<file path="src/cvs_regs.vh">
// Purpose: constants for the contact value sender
// Assumes: 10 MHz system clock, APB register access
// Notes: offsets are byte addresses of 32-bit words
`ifndef CVS_REGS_VH
`define CVS_REGS_VH

// register offsets
`define CVS_OFS_CTRL      8'h00
`define CVS_OFS_MIN_CLOSE 8'h04
`define CVS_OFS_MIN_OPEN  8'h08
`define CVS_OFS_LONG_T    8'h0c
`define CVS_OFS_WAIT_S    8'h10
`define CVS_OFS_EV0_CFG   8'h14
`define CVS_OFS_EV0_VAL   8'h18
`define CVS_OFS_EV1_CFG   8'h1c
`define CVS_OFS_EV1_VAL   8'h20
`define CVS_OFS_STATUS    8'h24

// control fields
`define CVS_CTRL_SCAN   0
`define CVS_CTRL_MIN    1
`define CVS_CTRL_SL     2
`define CVS_CTRL_OPEN   3
`define CVS_CTRL_BLKEN  4
`define CVS_CTRL_RESTART 8
`define CVS_CTRL_W      5
`define CVS_CTRL_RST    5'h00

// event config fields: type in [3:0], scene store flag in bit 4
`define CVS_CFG_STORE   4
`define CVS_CFG_W       5
`define CVS_CFG_RST     5'h00

// data types
`define CVS_T_NONE  4'h0
`define CVS_T_B1    4'h1
`define CVS_T_B2    4'h2
`define CVS_T_S8    4'h3
`define CVS_T_U8    4'h4
`define CVS_T_SCENE 4'h5
`define CVS_T_S16   4'h6
`define CVS_T_U16   4'h7
`define CVS_T_F16   4'h8
`define CVS_T_TIME  4'h9
`define CVS_T_S32   4'ha
`define CVS_T_U32   4'hb

// time-of-day and scene number limits for fields of the value word
`define CVS_HOUR_MAX 5'h17
`define CVS_MS_MAX   6'h3b
`define CVS_SCENE_MAX 6'h3f

// timing reset values and limits, in tenths of a second / seconds
`define CVS_MIN_RST  16'h000a
`define CVS_LONG_RST 7'h06
`define CVS_LONG_MIN 7'h03
`define CVS_LONG_MAX 7'h64
`define CVS_WAIT_RST 15'h0000
`define CVS_WAIT_MAX 15'h7530

// time base
`define CVS_CLK_HZ   10000000
`define CVS_TICK_MS  100
`define CVS_TICKS_PER_S 4'ha

// object numbering: block of ten per input, first at ten
`define CVS_OBJ_STEP  7'h0a
`define CVS_OBJ_BLOCK 7'h00
`define CVS_OBJ_VAL1  7'h01
`define CVS_OBJ_VAL2  7'h02

`endif

</file>
<file path="src/cvs_contact_sender.v">
// Purpose: one contact input in value/forced-operation mode
// Assumes: contact and bus pulses synchronous to sys_clk_i
// Notes: telegrams leave on a valid/ready port; registers on APB
//
// Design decisions made here: register access over APB and the register addresses.
`timescale 1ns/100ps
`include "cvs_regs.vh"

// What this block does
// - accept edge only if stable for minimum time
// - new edge restarts minimum time, per direction
// - scan input on restarts only when enabled
// - wait 0..30000 s after bus return
// - after wait treat state as just changed
// - wait is separate from any send delay
// - opening is event 0, closing event 1
// - per-event data type selects telegram format
// - constant limited to its type's range
// - forced value: control high, state low bit
// - scene number 1 to 64 sent
// - scene telegram carries recall or store flag
// - hour 0..23, minute and second 0..59
// - weekday 0 none, 1 Monday..7 Sunday
// - event 1 configured independently like event 0
// - contact type chooses closing or opening actuation
// - long after threshold 0.3..10 s, default 0.6
// - ten object numbers per input from ten
// - block object: 1 disables, 0 enables input
// - blocked: ignore changes, suspend minimum and long timing; wait after bus return runs on
// - blocked: telegrams still sent when due
// - block during scene operation sends store
// - unblock with changed state processes at once
// - manual input unaffected by block
module cvs_contact_sender #(
  parameter INPUT_IDX = 0,
  parameter TICK_CYC = `CVS_CLK_HZ / 1000 * `CVS_TICK_MS
) (
  input wire sys_clk_i,
  input wire rst_i,
  input wire psel_i,
  input wire penable_i,
  input wire pwrite_i,
  input wire [7:0] paddr_i,
  input wire [31:0] pwdata_i,
  output reg [31:0] prdata_o,
  output wire pready_o,
  output wire pslverr_o,
  input wire contact_i,
  input wire manual_act_i,
  input wire manual_state_i,
  input wire blk_wr_i,
  input wire blk_val_i,
  input wire bus_recov_i,
  input wire download_i,
  output reg tx_valid_o,
  input wire tx_ready_i,
  output reg [6:0] tx_obj_o,
  output reg [2:0] tx_len_o,
  output reg [31:0] tx_data_o
);

  localparam S_IDLE = 6'h01;
  localparam S_WAIT = 6'h02;
  localparam S_MIN = 6'h04;
  localparam S_LONG = 6'h08;
  localparam S_SEND = 6'h10;
  localparam S_HOLD = 6'h20;

  localparam [31:0] OBJ_BASE_W = `CVS_OBJ_STEP * (INPUT_IDX + 1);
  localparam [6:0] OBJ_BASE = OBJ_BASE_W[6:0];

  reg [`CVS_CTRL_W-1:0] ctrl_q;
  reg [15:0] min_close_q;
  reg [15:0] min_open_q;
  reg [6:0] long_q;
  reg [14:0] wait_q;
  reg [`CVS_CFG_W-1:0] cfg0_q;
  reg [`CVS_CFG_W-1:0] cfg1_q;
  reg [31:0] val0_q;
  reg [31:0] val1_q;

  reg [5:0] st_q;
  reg lvl_q;
  reg cand_q;
  reg blk_q;
  reg [18:0] tmr_q;
  reg [31:0] pre_q;
  reg restart_q;

  wire wr_acc = psel_i & penable_i & pwrite_i;
  wire rd_setup = psel_i & ~penable_i & ~pwrite_i;
  reg mapped;

  wire in_lvl = manual_act_i ? manual_state_i : contact_i;
  // block object only acts when enabled
  wire blocked = blk_q & ctrl_q[`CVS_CTRL_BLKEN] & ~manual_act_i;
  wire tick = (pre_q == TICK_CYC - 1);
  wire tmr_done = (tmr_q == 19'h00000);
  wire sl_en = ctrl_q[`CVS_CTRL_SL];
  wire actuated = cand_q ^ ctrl_q[`CVS_CTRL_OPEN];

  // builds {length in bytes, payload} for one event reaction
  function [34:0] fmt;
    input [`CVS_CFG_W-1:0] cfg;
    input [31:0] v;
    input force_store;
    reg [4:0] hr;
    reg [5:0] mi;
    reg [5:0] se;
    reg [5:0] sc;
    begin
      hr = (v[20:16] > `CVS_HOUR_MAX) ? `CVS_HOUR_MAX : v[20:16];
      mi = (v[13:8] > `CVS_MS_MAX) ? `CVS_MS_MAX : v[13:8];
      se = (v[5:0] > `CVS_MS_MAX) ? `CVS_MS_MAX : v[5:0];
      // scene numbers 1..64 travel as 0..63
      sc = (v[6:0] == 7'h00) ? 6'h00 :
           (v[6:0] > {1'b0, `CVS_SCENE_MAX} + 7'h01) ? `CVS_SCENE_MAX :
           (v[5:0] - 6'h01);
      case (cfg[3:0])
        `CVS_T_B1: fmt = {3'h0, 31'h0, v[0]};
        `CVS_T_B2: fmt = {3'h0, 30'h0, v[1:0]};
        `CVS_T_S8, `CVS_T_U8: fmt = {3'h1, 24'h0, v[7:0]};
        `CVS_T_SCENE: fmt = {3'h1, 24'h0,
          cfg[`CVS_CFG_STORE] | force_store, 1'b0, sc};
        `CVS_T_S16, `CVS_T_U16, `CVS_T_F16:
          fmt = {3'h2, 16'h0, v[15:0]};
        `CVS_T_TIME: fmt = {3'h3, 8'h0, v[23:21], hr,
          2'b00, mi, 2'b00, se};
        `CVS_T_S32, `CVS_T_U32: fmt = {3'h4, v};
        default: fmt = {3'h7, 32'h0};
      endcase
    end
  endfunction

  // length 7 marks "do not send"
  wire [34:0] f0 = fmt(cfg0_q, val0_q, 1'b0);
  wire [34:0] f1 = fmt(cfg1_q, val1_q, 1'b0);
  wire [34:0] f1s = fmt(cfg1_q, val1_q, 1'b1);
  wire [34:0] f0s = fmt(cfg0_q, val0_q, 1'b1);

  assign pready_o = 1'b1;
  assign pslverr_o = psel_i & penable_i & ~mapped;

  always @* begin
    case (paddr_i)
      `CVS_OFS_CTRL, `CVS_OFS_MIN_CLOSE, `CVS_OFS_MIN_OPEN,
      `CVS_OFS_LONG_T, `CVS_OFS_WAIT_S, `CVS_OFS_EV0_CFG,
      `CVS_OFS_EV0_VAL, `CVS_OFS_EV1_CFG, `CVS_OFS_EV1_VAL,
      `CVS_OFS_STATUS: mapped = 1'b1;
      default: mapped = 1'b0;
    endcase
  end

  // read data is captured in the setup cycle so pready can stay high
  always @(posedge sys_clk_i) begin
    if (rst_i) begin
      prdata_o <= 32'h0;
    end else if (rd_setup) begin
      case (paddr_i)
        `CVS_OFS_CTRL: prdata_o <= {27'h0, ctrl_q};
        `CVS_OFS_MIN_CLOSE: prdata_o <= {16'h0, min_close_q};
        `CVS_OFS_MIN_OPEN: prdata_o <= {16'h0, min_open_q};
        `CVS_OFS_LONG_T: prdata_o <= {25'h0, long_q};
        `CVS_OFS_WAIT_S: prdata_o <= {17'h0, wait_q};
        `CVS_OFS_EV0_CFG: prdata_o <= {27'h0, cfg0_q};
        `CVS_OFS_EV0_VAL: prdata_o <= val0_q;
        `CVS_OFS_EV1_CFG: prdata_o <= {27'h0, cfg1_q};
        `CVS_OFS_EV1_VAL: prdata_o <= val1_q;
        `CVS_OFS_STATUS: prdata_o <= {20'h0, st_q, 2'b00,
          blocked, cand_q, in_lvl, lvl_q};
        default: prdata_o <= 32'h0;
      endcase
    end
  end

  always @(posedge sys_clk_i) begin
    if (rst_i) begin
      ctrl_q <= `CVS_CTRL_RST;
      min_close_q <= `CVS_MIN_RST;
      min_open_q <= `CVS_MIN_RST;
      long_q <= `CVS_LONG_RST;
      wait_q <= `CVS_WAIT_RST;
      cfg0_q <= `CVS_CFG_RST;
      cfg1_q <= `CVS_CFG_RST;
      val0_q <= 32'h0;
      val1_q <= 32'h0;
      restart_q <= 1'b0;
    end else begin
      // a configuration reset acts like a fresh download
      restart_q <= wr_acc & (paddr_i == `CVS_OFS_CTRL) &
                   pwdata_i[`CVS_CTRL_RESTART];
      if (wr_acc) begin
        case (paddr_i)
          `CVS_OFS_CTRL: ctrl_q <= pwdata_i[`CVS_CTRL_W-1:0];
          `CVS_OFS_MIN_CLOSE: min_close_q <= pwdata_i[15:0];
          `CVS_OFS_MIN_OPEN: min_open_q <= pwdata_i[15:0];
          `CVS_OFS_LONG_T: begin
            if (pwdata_i[6:0] < `CVS_LONG_MIN) begin
              long_q <= `CVS_LONG_MIN;
            end else if (pwdata_i[31:7] != 25'h0 ||
                         pwdata_i[6:0] > `CVS_LONG_MAX) begin
              long_q <= `CVS_LONG_MAX;
            end else begin
              long_q <= pwdata_i[6:0];
            end
          end
          `CVS_OFS_WAIT_S: wait_q <= (pwdata_i[14:0] > `CVS_WAIT_MAX) ?
                                      `CVS_WAIT_MAX : pwdata_i[14:0];
          `CVS_OFS_EV0_CFG: cfg0_q <= pwdata_i[`CVS_CFG_W-1:0];
          `CVS_OFS_EV0_VAL: val0_q <= pwdata_i;
          `CVS_OFS_EV1_CFG: cfg1_q <= pwdata_i[`CVS_CFG_W-1:0];
          `CVS_OFS_EV1_VAL: val1_q <= pwdata_i;
          default: ;
        endcase
      end
    end
  end

  // queue one telegram unless its type is "do not send"
  task send;
    input [34:0] f;
    input [6:0] ofs;
    begin
      if (f[34:32] != 3'h7) begin
        tx_valid_o <= 1'b1;
        tx_obj_o <= OBJ_BASE + ofs;
        tx_len_o <= f[34:32];
        tx_data_o <= f[31:0];
        st_q <= S_SEND;
      end else begin
        st_q <= S_IDLE;
      end
    end
  endtask

  always @(posedge sys_clk_i) begin
    if (rst_i) begin
      st_q <= S_IDLE;
      lvl_q <= 1'b0;
      cand_q <= 1'b0;
      blk_q <= 1'b0;
      tmr_q <= 19'h0;
      pre_q <= 32'h0;
      tx_valid_o <= 1'b0;
      tx_obj_o <= 7'h0;
      tx_len_o <= 3'h0;
      tx_data_o <= 32'h0;
    end else begin
      if (blk_wr_i) begin
        blk_q <= blk_val_i;
      end
      if (!blocked || st_q == S_WAIT) begin
        pre_q <= tick ? 32'h0 : pre_q + 32'h1;
        if (tick && !tmr_done) begin
          tmr_q <= tmr_q - 19'h1;
        end
      end
      if (bus_recov_i || download_i || restart_q) begin
        tx_valid_o <= 1'b0;
        pre_q <= 32'h0;
        if (!ctrl_q[`CVS_CTRL_SCAN]) begin
          lvl_q <= in_lvl;
          cand_q <= in_lvl;
          st_q <= S_IDLE;
        end else if (bus_recov_i) begin
          // own wait, no send delay added
          tmr_q <= {wait_q, 3'b000} + {3'b000, wait_q, 1'b0};
          st_q <= S_WAIT;
        end else begin
          lvl_q <= ~in_lvl;
          st_q <= S_IDLE;
        end
      end else begin
        case (st_q)
          S_WAIT: begin
            if (tmr_done) begin
              // force a difference so it looks like a change
              lvl_q <= ~in_lvl;
              st_q <= S_IDLE;
            end
          end
          S_IDLE, S_HOLD: begin
            if (!blocked && in_lvl != lvl_q) begin
              cand_q <= in_lvl;
              pre_q <= 32'h0;
              if (ctrl_q[`CVS_CTRL_MIN]) begin
                tmr_q <= {3'b000, in_lvl ? min_close_q : min_open_q};
                st_q <= S_MIN;
              end else begin
                lvl_q <= in_lvl;
                if (sl_en) begin
                  if (in_lvl ^ ctrl_q[`CVS_CTRL_OPEN]) begin
                    tmr_q <= {12'h0, long_q};
                    st_q <= S_LONG;
                  end else begin
                    st_q <= S_IDLE;
                  end
                end else if (in_lvl) begin
                  send(f1, `CVS_OBJ_VAL2);
                end else begin
                  send(f0, `CVS_OBJ_VAL1);
                end
              end
            end
          end
          S_MIN: begin
            if (!blocked) begin
              if (in_lvl != cand_q) begin
                cand_q <= in_lvl;
                pre_q <= 32'h0;
                tmr_q <= {3'b000, in_lvl ? min_close_q : min_open_q};
              end else if (tmr_done) begin
                lvl_q <= cand_q;
                if (sl_en) begin
                  if (actuated) begin
                    pre_q <= 32'h0;
                    tmr_q <= {12'h0, long_q};
                    st_q <= S_LONG;
                  end else begin
                    st_q <= S_IDLE;
                  end
                end else if (cand_q) begin
                  // closing event 1, opening event 0
                  send(f1, `CVS_OBJ_VAL2);
                end else begin
                  send(f0, `CVS_OBJ_VAL1);
                end
              end
            end
          end
          S_LONG: begin
            if (blocked) begin
              // end a pending scene operation by storing
              if (cfg1_q[3:0] == `CVS_T_SCENE) begin
                send(f1s, `CVS_OBJ_VAL2);
              end else if (cfg0_q[3:0] == `CVS_T_SCENE) begin
                send(f0s, `CVS_OBJ_VAL1);
              end
            end else if (in_lvl != lvl_q) begin
              lvl_q <= in_lvl;
              cand_q <= in_lvl;
              send(f0, `CVS_OBJ_VAL1);
            end else if (tmr_done) begin
              send(f1, `CVS_OBJ_VAL2);
            end
          end
          S_SEND: begin
            // delivery does not depend on the block
            if (tx_ready_i) begin
              tx_valid_o <= 1'b0;
              st_q <= S_HOLD;
            end
          end
          default: st_q <= S_IDLE;
        endcase
      end
    end
  end

endmodule // cvs_contact_sender

</file>
<file path="config.mk">
export PLATFORM = sky130hd
export DESIGN_NAME = cvs_contact_sender
export DESIGN_NICKNAME = d
export VERILOG_FILES = /design/src/cvs_contact_sender.v
export VERILOG_INCLUDE_DIRS = /design/src /design/src/src
export SDC_FILE = /design/constraint.sdc
export NUM_CORES = 1
export LEC_CHECK = 0
export BUFFER_PORTS_ARGS = -buffer_cell sky130_fd_sc_hd__buf_2
export CORE_MARGIN = 2
export CORE_UTILIZATION = 45
export CTS_CLUSTER_DIAMETER = 30
export DETAILED_ROUTE_END_ITERATION = 7
export PLACE_DENSITY = 0.72
export SLEW_MARGIN = 20
export SYNTH_ARGS = -nofsm -noshare
export SYNTH_HDL_FRONTEND = slang
export SYNTH_SLANG_ARGS = --single-unit
export TNS_END_PERCENT = 100
</file>
<file path="constraint.sdc">
create_clock -name sys_clk_i -period 3.36 [get_ports sys_clk_i]
set_input_delay 0.168 -clock sys_clk_i [delete_from_list [all_inputs] [get_ports sys_clk_i]]
set_output_delay 0.168 -clock sys_clk_i [all_outputs]
set_load 0.01 [all_outputs]
</file>
# After elaboration in Yosys (flattened, before gate mapping)
# Index checks and enable logic that the tools add are counted.
[word_totals]
output_inout_bits = 77
register_bits = 269
[classes]
addsub = 5
n_mux = 166
n_bitwise = 17
n_reduce_logical = 40
magnitude_cmp = 11
n_eq_ne = 70
[ops]
columns = ["op", "count"]
rows = [
  ["35-bit case mux with 7 select lines", 4],
  ["32-bit two-way mux", 26],
  ["32-bit case mux with 10 select lines", 1],
  ["19-bit two-way mux", 14],
  ["6-bit two-way mux", 25],
  ["7-bit two-way mux", 20],
  ["32-bit case mux with 3 select lines", 1],
  ["32-bit case mux with 2 select lines", 1],
  ["3-bit two-way mux", 18],
  ["3-bit inequality test, second input constant", 14],
  ["19-bit case mux with 2 select lines", 1],
  ["1-bit two-way mux", 37],
  ["32-bit by 1-bit adder with 32-bit output, second input constant", 1],
  ["32-bit by 20-bit == test with 1-bit output, second input constant", 1],
  ["4-bit by 3-bit == test with 1-bit output, second input constant", 8],
  ["4-bit == test, second input constant", 8],
  ["8-bit by 5-bit == test with 1-bit output, second input constant", 4],
  ["5-bit two-way mux", 6],
  ["6-bit case mux with 5 select lines", 1],
  ["13-bit AND reduction", 2],
  ["25-bit nonzero test", 1],
  ["6-bit > comparator, second input constant", 4],
  ["7-bit > comparator, second input constant", 3],
  ["7-bit case mux with 3 select lines", 1],
  ["other kinds (48)", 107],
]

# Logic depth before layout (Yosys ltp)
[depth]
depth_word = 13
depth_mapped = 11

# Worst setup path after synthesis
# OpenSTA, ideal clock, no wires.
[synth_path]
kind = "register to register"
start = "reg val1_q[0]"
end = "reg tx_data_o[5]"
path_stages_with_launch = 10
t_required_ps = 3224
arrival_ps = 2540
setup_slack_ps = 684
path_cell_list = "dfxtp_1 > clkbuf_1 > inv_1 > ha_1 > or4b_1 > o31ai_1 > o22ai_1 > or3_1 > a31oi_1 > a211oi_2"
[synth_between]
elab_chain_cells = 11
elab_cells_between_ends = 25
cone_classes = "add/sub: 1; order compare: 2; mux: 21; reduce/logical: 1"
[synth_lines]
columns = ["item", "line_no", "text"]
rows = [
  ["start, declared", "cvs_contact_sender.v:80", "reg [31:0] val1_q;"],
  ["start signal, assigned", "cvs_contact_sender.v:212", "`CVS_OFS_EV1_VAL: val1_q <= pwdata_i;"],
  ["6-bit by 1-bit subtractor with 6-bit output or 7-bit > comparator (tied branches)", "cvs_contact_sender.v:118, cvs_contact_sender.v:117", ""],
  ["6-bit two-way mux", "cvs_contact_sender.v:117", "(v[6:0] > {1'b0, `CVS_SCENE_MAX} + 7'h01) ? `CVS_SCENE_MAX :"],
  ["6-bit two-way mux", "cvs_contact_sender.v:116", "sc = (v[6:0] == 7'h00) ? 6'h00 :"],
  ["35-bit case mux with 7 select lines", "cvs_contact_sender.v:119", "case (cfg[3:0])"],
  ["32-bit two-way mux", "cvs_contact_sender.v:224", "if (f[34:32] != 3'h7) begin"],
  ["32-bit two-way mux", "cvs_contact_sender.v:322", "end else if (cand_q) begin"],
  ["32-bit two-way mux", "cvs_contact_sender.v:314", "if (sl_en) begin"],
  ["32-bit two-way mux", "cvs_contact_sender.v:312", "end else if (tmr_done) begin"],
  ["32-bit two-way mux", "cvs_contact_sender.v:308", "if (in_lvl != cand_q) begin"],
  ["32-bit two-way mux", "cvs_contact_sender.v:307", "if (!blocked) begin"],
  ["32-bit case mux with 3 select lines *", "cvs_contact_sender.v:274", "case (st_q)"],
  ["end signal, assigned", "cvs_contact_sender.v:247", "tx_data_o <= 32'h0;"],
  ["end, declared", "cvs_contact_sender.v:59", "output reg [31:0] tx_data_o"],
]
# Every way passes the cells marked *; elsewhere a longest branch is shown, timed or not. The select of a mux whose other input is x is not followed.
# A chain may end at the register's enable or synchronous reset.

# Worst setup path after layout
[layout_path]
start = "reg st_q[1]"
end = "reg tmr_q[5]"
[layout_between]
elab_chain_cells = 10
elab_cells_between_ends = 20
cone_classes = "eq/ne: 4; mux: 14; reduce/logical: 2"
[layout_lines]
columns = ["item", "line_no", "text"]
rows = [
  ["start, declared", "cvs_contact_sender.v:82", "reg [5:0] st_q;"],
  ["start signal, assigned", "cvs_contact_sender.v:238", "st_q <= S_IDLE;"],
  ["start signal, assigned", "cvs_contact_sender.v:264", "st_q <= S_IDLE;"],
  ["start signal, assigned", "cvs_contact_sender.v:268", "st_q <= S_WAIT;"],
  ["6-bit by 2-bit == test with 1-bit output", "cvs_contact_sender.v:252", "if (!blocked || st_q == S_WAIT) begin"],
  ["1-bit logical OR", "cvs_contact_sender.v:252", ""],
  ["19-bit two-way mux", "cvs_contact_sender.v:252", ""],
  ["19-bit two-way mux", "cvs_contact_sender.v:315", "if (actuated) begin"],
  ["19-bit two-way mux", "cvs_contact_sender.v:314", ""],
  ["19-bit two-way mux", "cvs_contact_sender.v:312", ""],
  ["19-bit two-way mux", "cvs_contact_sender.v:308", ""],
  ["19-bit two-way mux", "cvs_contact_sender.v:307", ""],
  ["19-bit case mux with 2 select lines", "cvs_contact_sender.v:274", ""],
  ["19-bit two-way mux *", "cvs_contact_sender.v:258", "if (bus_recov_i || download_i || restart_q) begin"],
  ["end signal, assigned", "cvs_contact_sender.v:255", "tmr_q <= tmr_q - 19'h1;"],
  ["end signal, assigned", "cvs_contact_sender.v:267", "tmr_q <= {wait_q, 3'b000} + {3'b000, wait_q, 1'b0};"],
  ["end signal, assigned", "cvs_contact_sender.v:311", "tmr_q <= {3'b000, in_lvl ? min_close_q : min_open_q};"],
  ["end, declared", "cvs_contact_sender.v:86", "reg [18:0] tmr_q;"],
]
# Every way passes the cells marked *; elsewhere a longest branch is shown, timed or not.

==> flow_summary.yaml <==
floorplanning:
  die_w_um: 195
  core_mm2: 0.0363
  num_rows: 70
  initial_core_util_pct: 45.3
  io_pins: 130
  dieArea_mm2: 0.0381
  chipHeight_um: 195
clocking:
  cts_root_buffer: "clkbuf_16"
  clock_sinks: 269
  insertion_delay_ns: 0.59
  cts_buffer_depth: 3
  clkTransAtPathRegs_ns: 0.05
  cts_tree: "done"
  cts_buffers: 70
  postCtsSetupRepairBufs: 0
  htree_levels: 3
worst_setup_path:
  worstSetupEndpointType: "flip-flop"
  worstPathRequired_ns: 3.80
  cp_max_fo: 12
  crit_type: "flip-flop to flip-flop"
  crit_arrival_ns: 3.66
  cp-start-kind: "flip-flop"
layout:
  nets: 2445
  drive_gt1_share_pct: 16.4
  layout_common_cells: "349 x nand2_1, 315 x a21oi_1, 269 x dfxtp_1, 158 x nor2_1, 127 x buf_2"
  num_antenna_cells: 0
  stdcell_area_mm2: 0.0206
  mostFrequentLayoutCell: "nand2_1"
  areaGrowthSynthToFinish_pct: 25.0
sta:
  tns_ns: 0
  hold_viol: 0
  fin_worst_skew_ns: 0.0368
  rsz0062_at_grt: "no"
  setup_viol: 0
  fin_crit_sh_pct: 95.8
  maxSlewHeadroom_pct: 37.6
  fmax_mhz: 311
  worst_pin_slew_ns: 0.936
  fin_hold_ws_ns: 0.112
  finalCriticalPeriod_ns: 3.22
  finalMaxSlewViolations: 0
global_route:
  antenna_found_initial: 1
  use_met3_pct: 10.5
  grt_usage_pct: 33.4
  first_global_vias: 17700
  grt_pass1_wl_um: 101000
  grt.met2_usage_pct: 49.4
  grt_start_max_net_pins: 169
  gr-total-overflow: 0
  use_met1_pct: 44.8
  top_usage_layer: "met2"
route:
  finalWirelength_um: 65800
  dr.pass1.iters: 8
  avgViaCountPerCell: 6.57
  drtIter0Drc: 2616
  drt.antenna.violating_nets: 0
  drc_errors: 0
  avgRoutedWirePerCell_um: 22.7
  via_count: 19000
min_path:
  min_path_type: "input pin to flip-flop"
placement:
  globalplace.congestion: 0.993
  dp_hpwl_um: 45800
  post_dp_cell_area_mm2: 0.0177
  port-buffer-count: 128
power_and_ir_drop:
  power.density_mw_per_mm2: 551
  peakVddDrop_mv: 0.413
  power_w: 0.0113
  leakage_nw: 7.58
status:
  status: "finished clean"
logic_synthesis:
  synth-seq-cells: 269
  synth_edf_count: 0
  ys_seq_area_share_pct: 32.7
  synth_top_flop_cell: "dfxtp_1"
  synth_fp_nets: 2302
  synth_cell_types: 91
  async_flop_share_pct: 0
  netlist_area_mm2: 0.0165
  yosysWarnings: 0
  syn_avg_cell_area_um2: 7.39
  synth_cells: 2229
run:
  maxCapViolations: 0
==> cells by family (layout without fill, tap and decap cells) <==
kind of cell | count (synthesis) | in the layout | synth area share, %
adders and majority gates | 20 | 20 | 1.57
DFF | 269 | 269 | 32.7
buffers and inverters | 212 | 410 | 5.25
and+or+nand+nor | 838 | 838 | 23.9
xor gates and xnor gates | 63 | 63 | 3.35
AOI/OAI and AO/OA | 800 | 800 | 31.6
muxes | 26 | 26 | 1.60
other | 1 | 1 | 0.0228
==> worst max-delay path, cell delays in order, from the launching register on <==
cell      delay (ns)
dfxtp_1         0.63
a41oi_1         0.33
or4_1           0.76
o31ai_1         0.58
o311ai_0        0.31
a41oi_1         0.35
o22ai_1         0.14
==> report_power, final <==
| group | internal [W] | switching, W |
|---|---|---|
| Sequential | 0.00325 | 0.0000608 |
| Clock | 0.00486 | 0.00218 |
| Combinational | 0.000364 | 0.000621 |
==> Yosys cell counts (5+ instances only) <==
library cell / count / area (um2)
ha_1: 19 / 238
buf_2: 13 / 65.1
and2_1: 18 / 113
a22oi_1: 53 / 398
a32oi_1: 8 / 70.1
a31oi_1: 36 / 225
dfxtp_1: 269 / 5390
nor4_1: 20 / 125
clkbuf_1: 149 / 559
nand3b_1: 5 / 37.5
nor3b_1: 6 / 45.0
a2bb2oi_1: 18 / 158
o221ai_1: 15 / 131
nand4_1: 13 / 81.3
nor3_1: 67 / 335
a21o_1: 14 / 105
nand3_1: 73 / 365
and4_1: 6 / 52.6
a211oi_2: 18 / 225
o211ai_1: 10 / 75.1
a22o_1: 15 / 131
o2bb2ai_1: 6 / 52.6
buf_1: 9 / 33.8
inv_1: 31 / 116
nand2_1: 349 / 1310
a21oi_1: 315 / 1580
mux2i_1: 24 / 240
nor2_1: 161 / 604
xnor2_1: 31 / 272
o31ai_1: 17 / 128
or4_1: 14 / 105
buf_6: 5 / 56.3
or2_2: 7 / 43.8
o221a_2: 7 / 78.8
a221oi_1: 42 / 368
nor2b_1: 10 / 62.6
xor2_1: 32 / 280
a211oi_1: 27 / 203
or3_1: 20 / 125
a222oi_1: 9 / 90.1
nand2b_1: 18 / 113
o21ai_0: 106 / 531
and3_1: 20 / 125
o21a_1: 10 / 75.1
o22ai_1: 28 / 175
==> per-layer routing <==
| layer | share of wire, % | up-vias |
|---|---|---|
| li1 | - | 8531 |
| met1 | 40 | 8950 |
| met2 | 42 | 1302 |
| met3 | 13 | 222 |
| met4 | 4.2 | 2 |
| met5 | 0.020 | - |
==> layout make-up <==
cell class                      count  area (um2)
Fill cell                        3237       15800
Multi-Input combinational cell   1748       10300
Sequential cell                   269        5390
Clock buffer                       84        1920
Timing Repair Buffer              251        1730
Clock inverter                     43         592
Tap cell                          468         586
Inverter                           32         120
==> path summary, 6_finish.rpt <==
check | startpoint | end | slack (ns) | depth (start not counted)
max | st_q[1]$_SDFFE_PP0P_ | tmr_q[5]$_SDFF_PP0_ | 0.14 | 6
min | download_i | lvl_q$_SDFFE_PP0P_ | 0.11 | 4
max reg2reg | st_q[1]$_SDFFE_PP0P_ | tmr_q[5]$_SDFF_PP0_ | 0.14 | 6
min reg2reg | tx_obj_o[4]$_SDFFE_PP0P_ | tx_obj_o[4]$_SDFFE_PP0P_ | 0.45 | 1
==> through the flow <==
| stage | setup WS (ns) | instances | util (%) |
|---|---|---|---|
| floorplan | 0.684 | 2229 | - |
| global placement | 0.129 | 2731 | 48.7 |
| detailed placement | 0.101 | 2731 | 48.7 |
| CTS | 0.0468 | 2895 | 56.6 |
| global route | 0.0347 | 2895 | 56.6 |
| finish | 0.141 | 2895 | 56.6 |
==> flip-flops by register name, summed over array words and instances, names as in the netlist <==
name and flops:
tx_valid_o 1, min_open_q 16, tmr_q 19, min_close_q 16, tx_obj_o 7, cfg0_q 5, prdata_o 32, long_q 7
val0_q 32, tx_len_o 3, lvl_q 1, cfg1_q 5, ctrl_q 5, wait_q 15, cand_q 1, pre_q 32
blk_q 1, restart_q 1, tx_data_o 32, st_q 6, val1_q 32
==> timing repair <==
action                                 in CTS  in global routing
endpoints found under the hold margin     118                  0
gates resized for setup                     0                  1
hold buffers                               37                  0
setup endpoints to repair                   0                  5
Power figures use the tool's default switching activity.
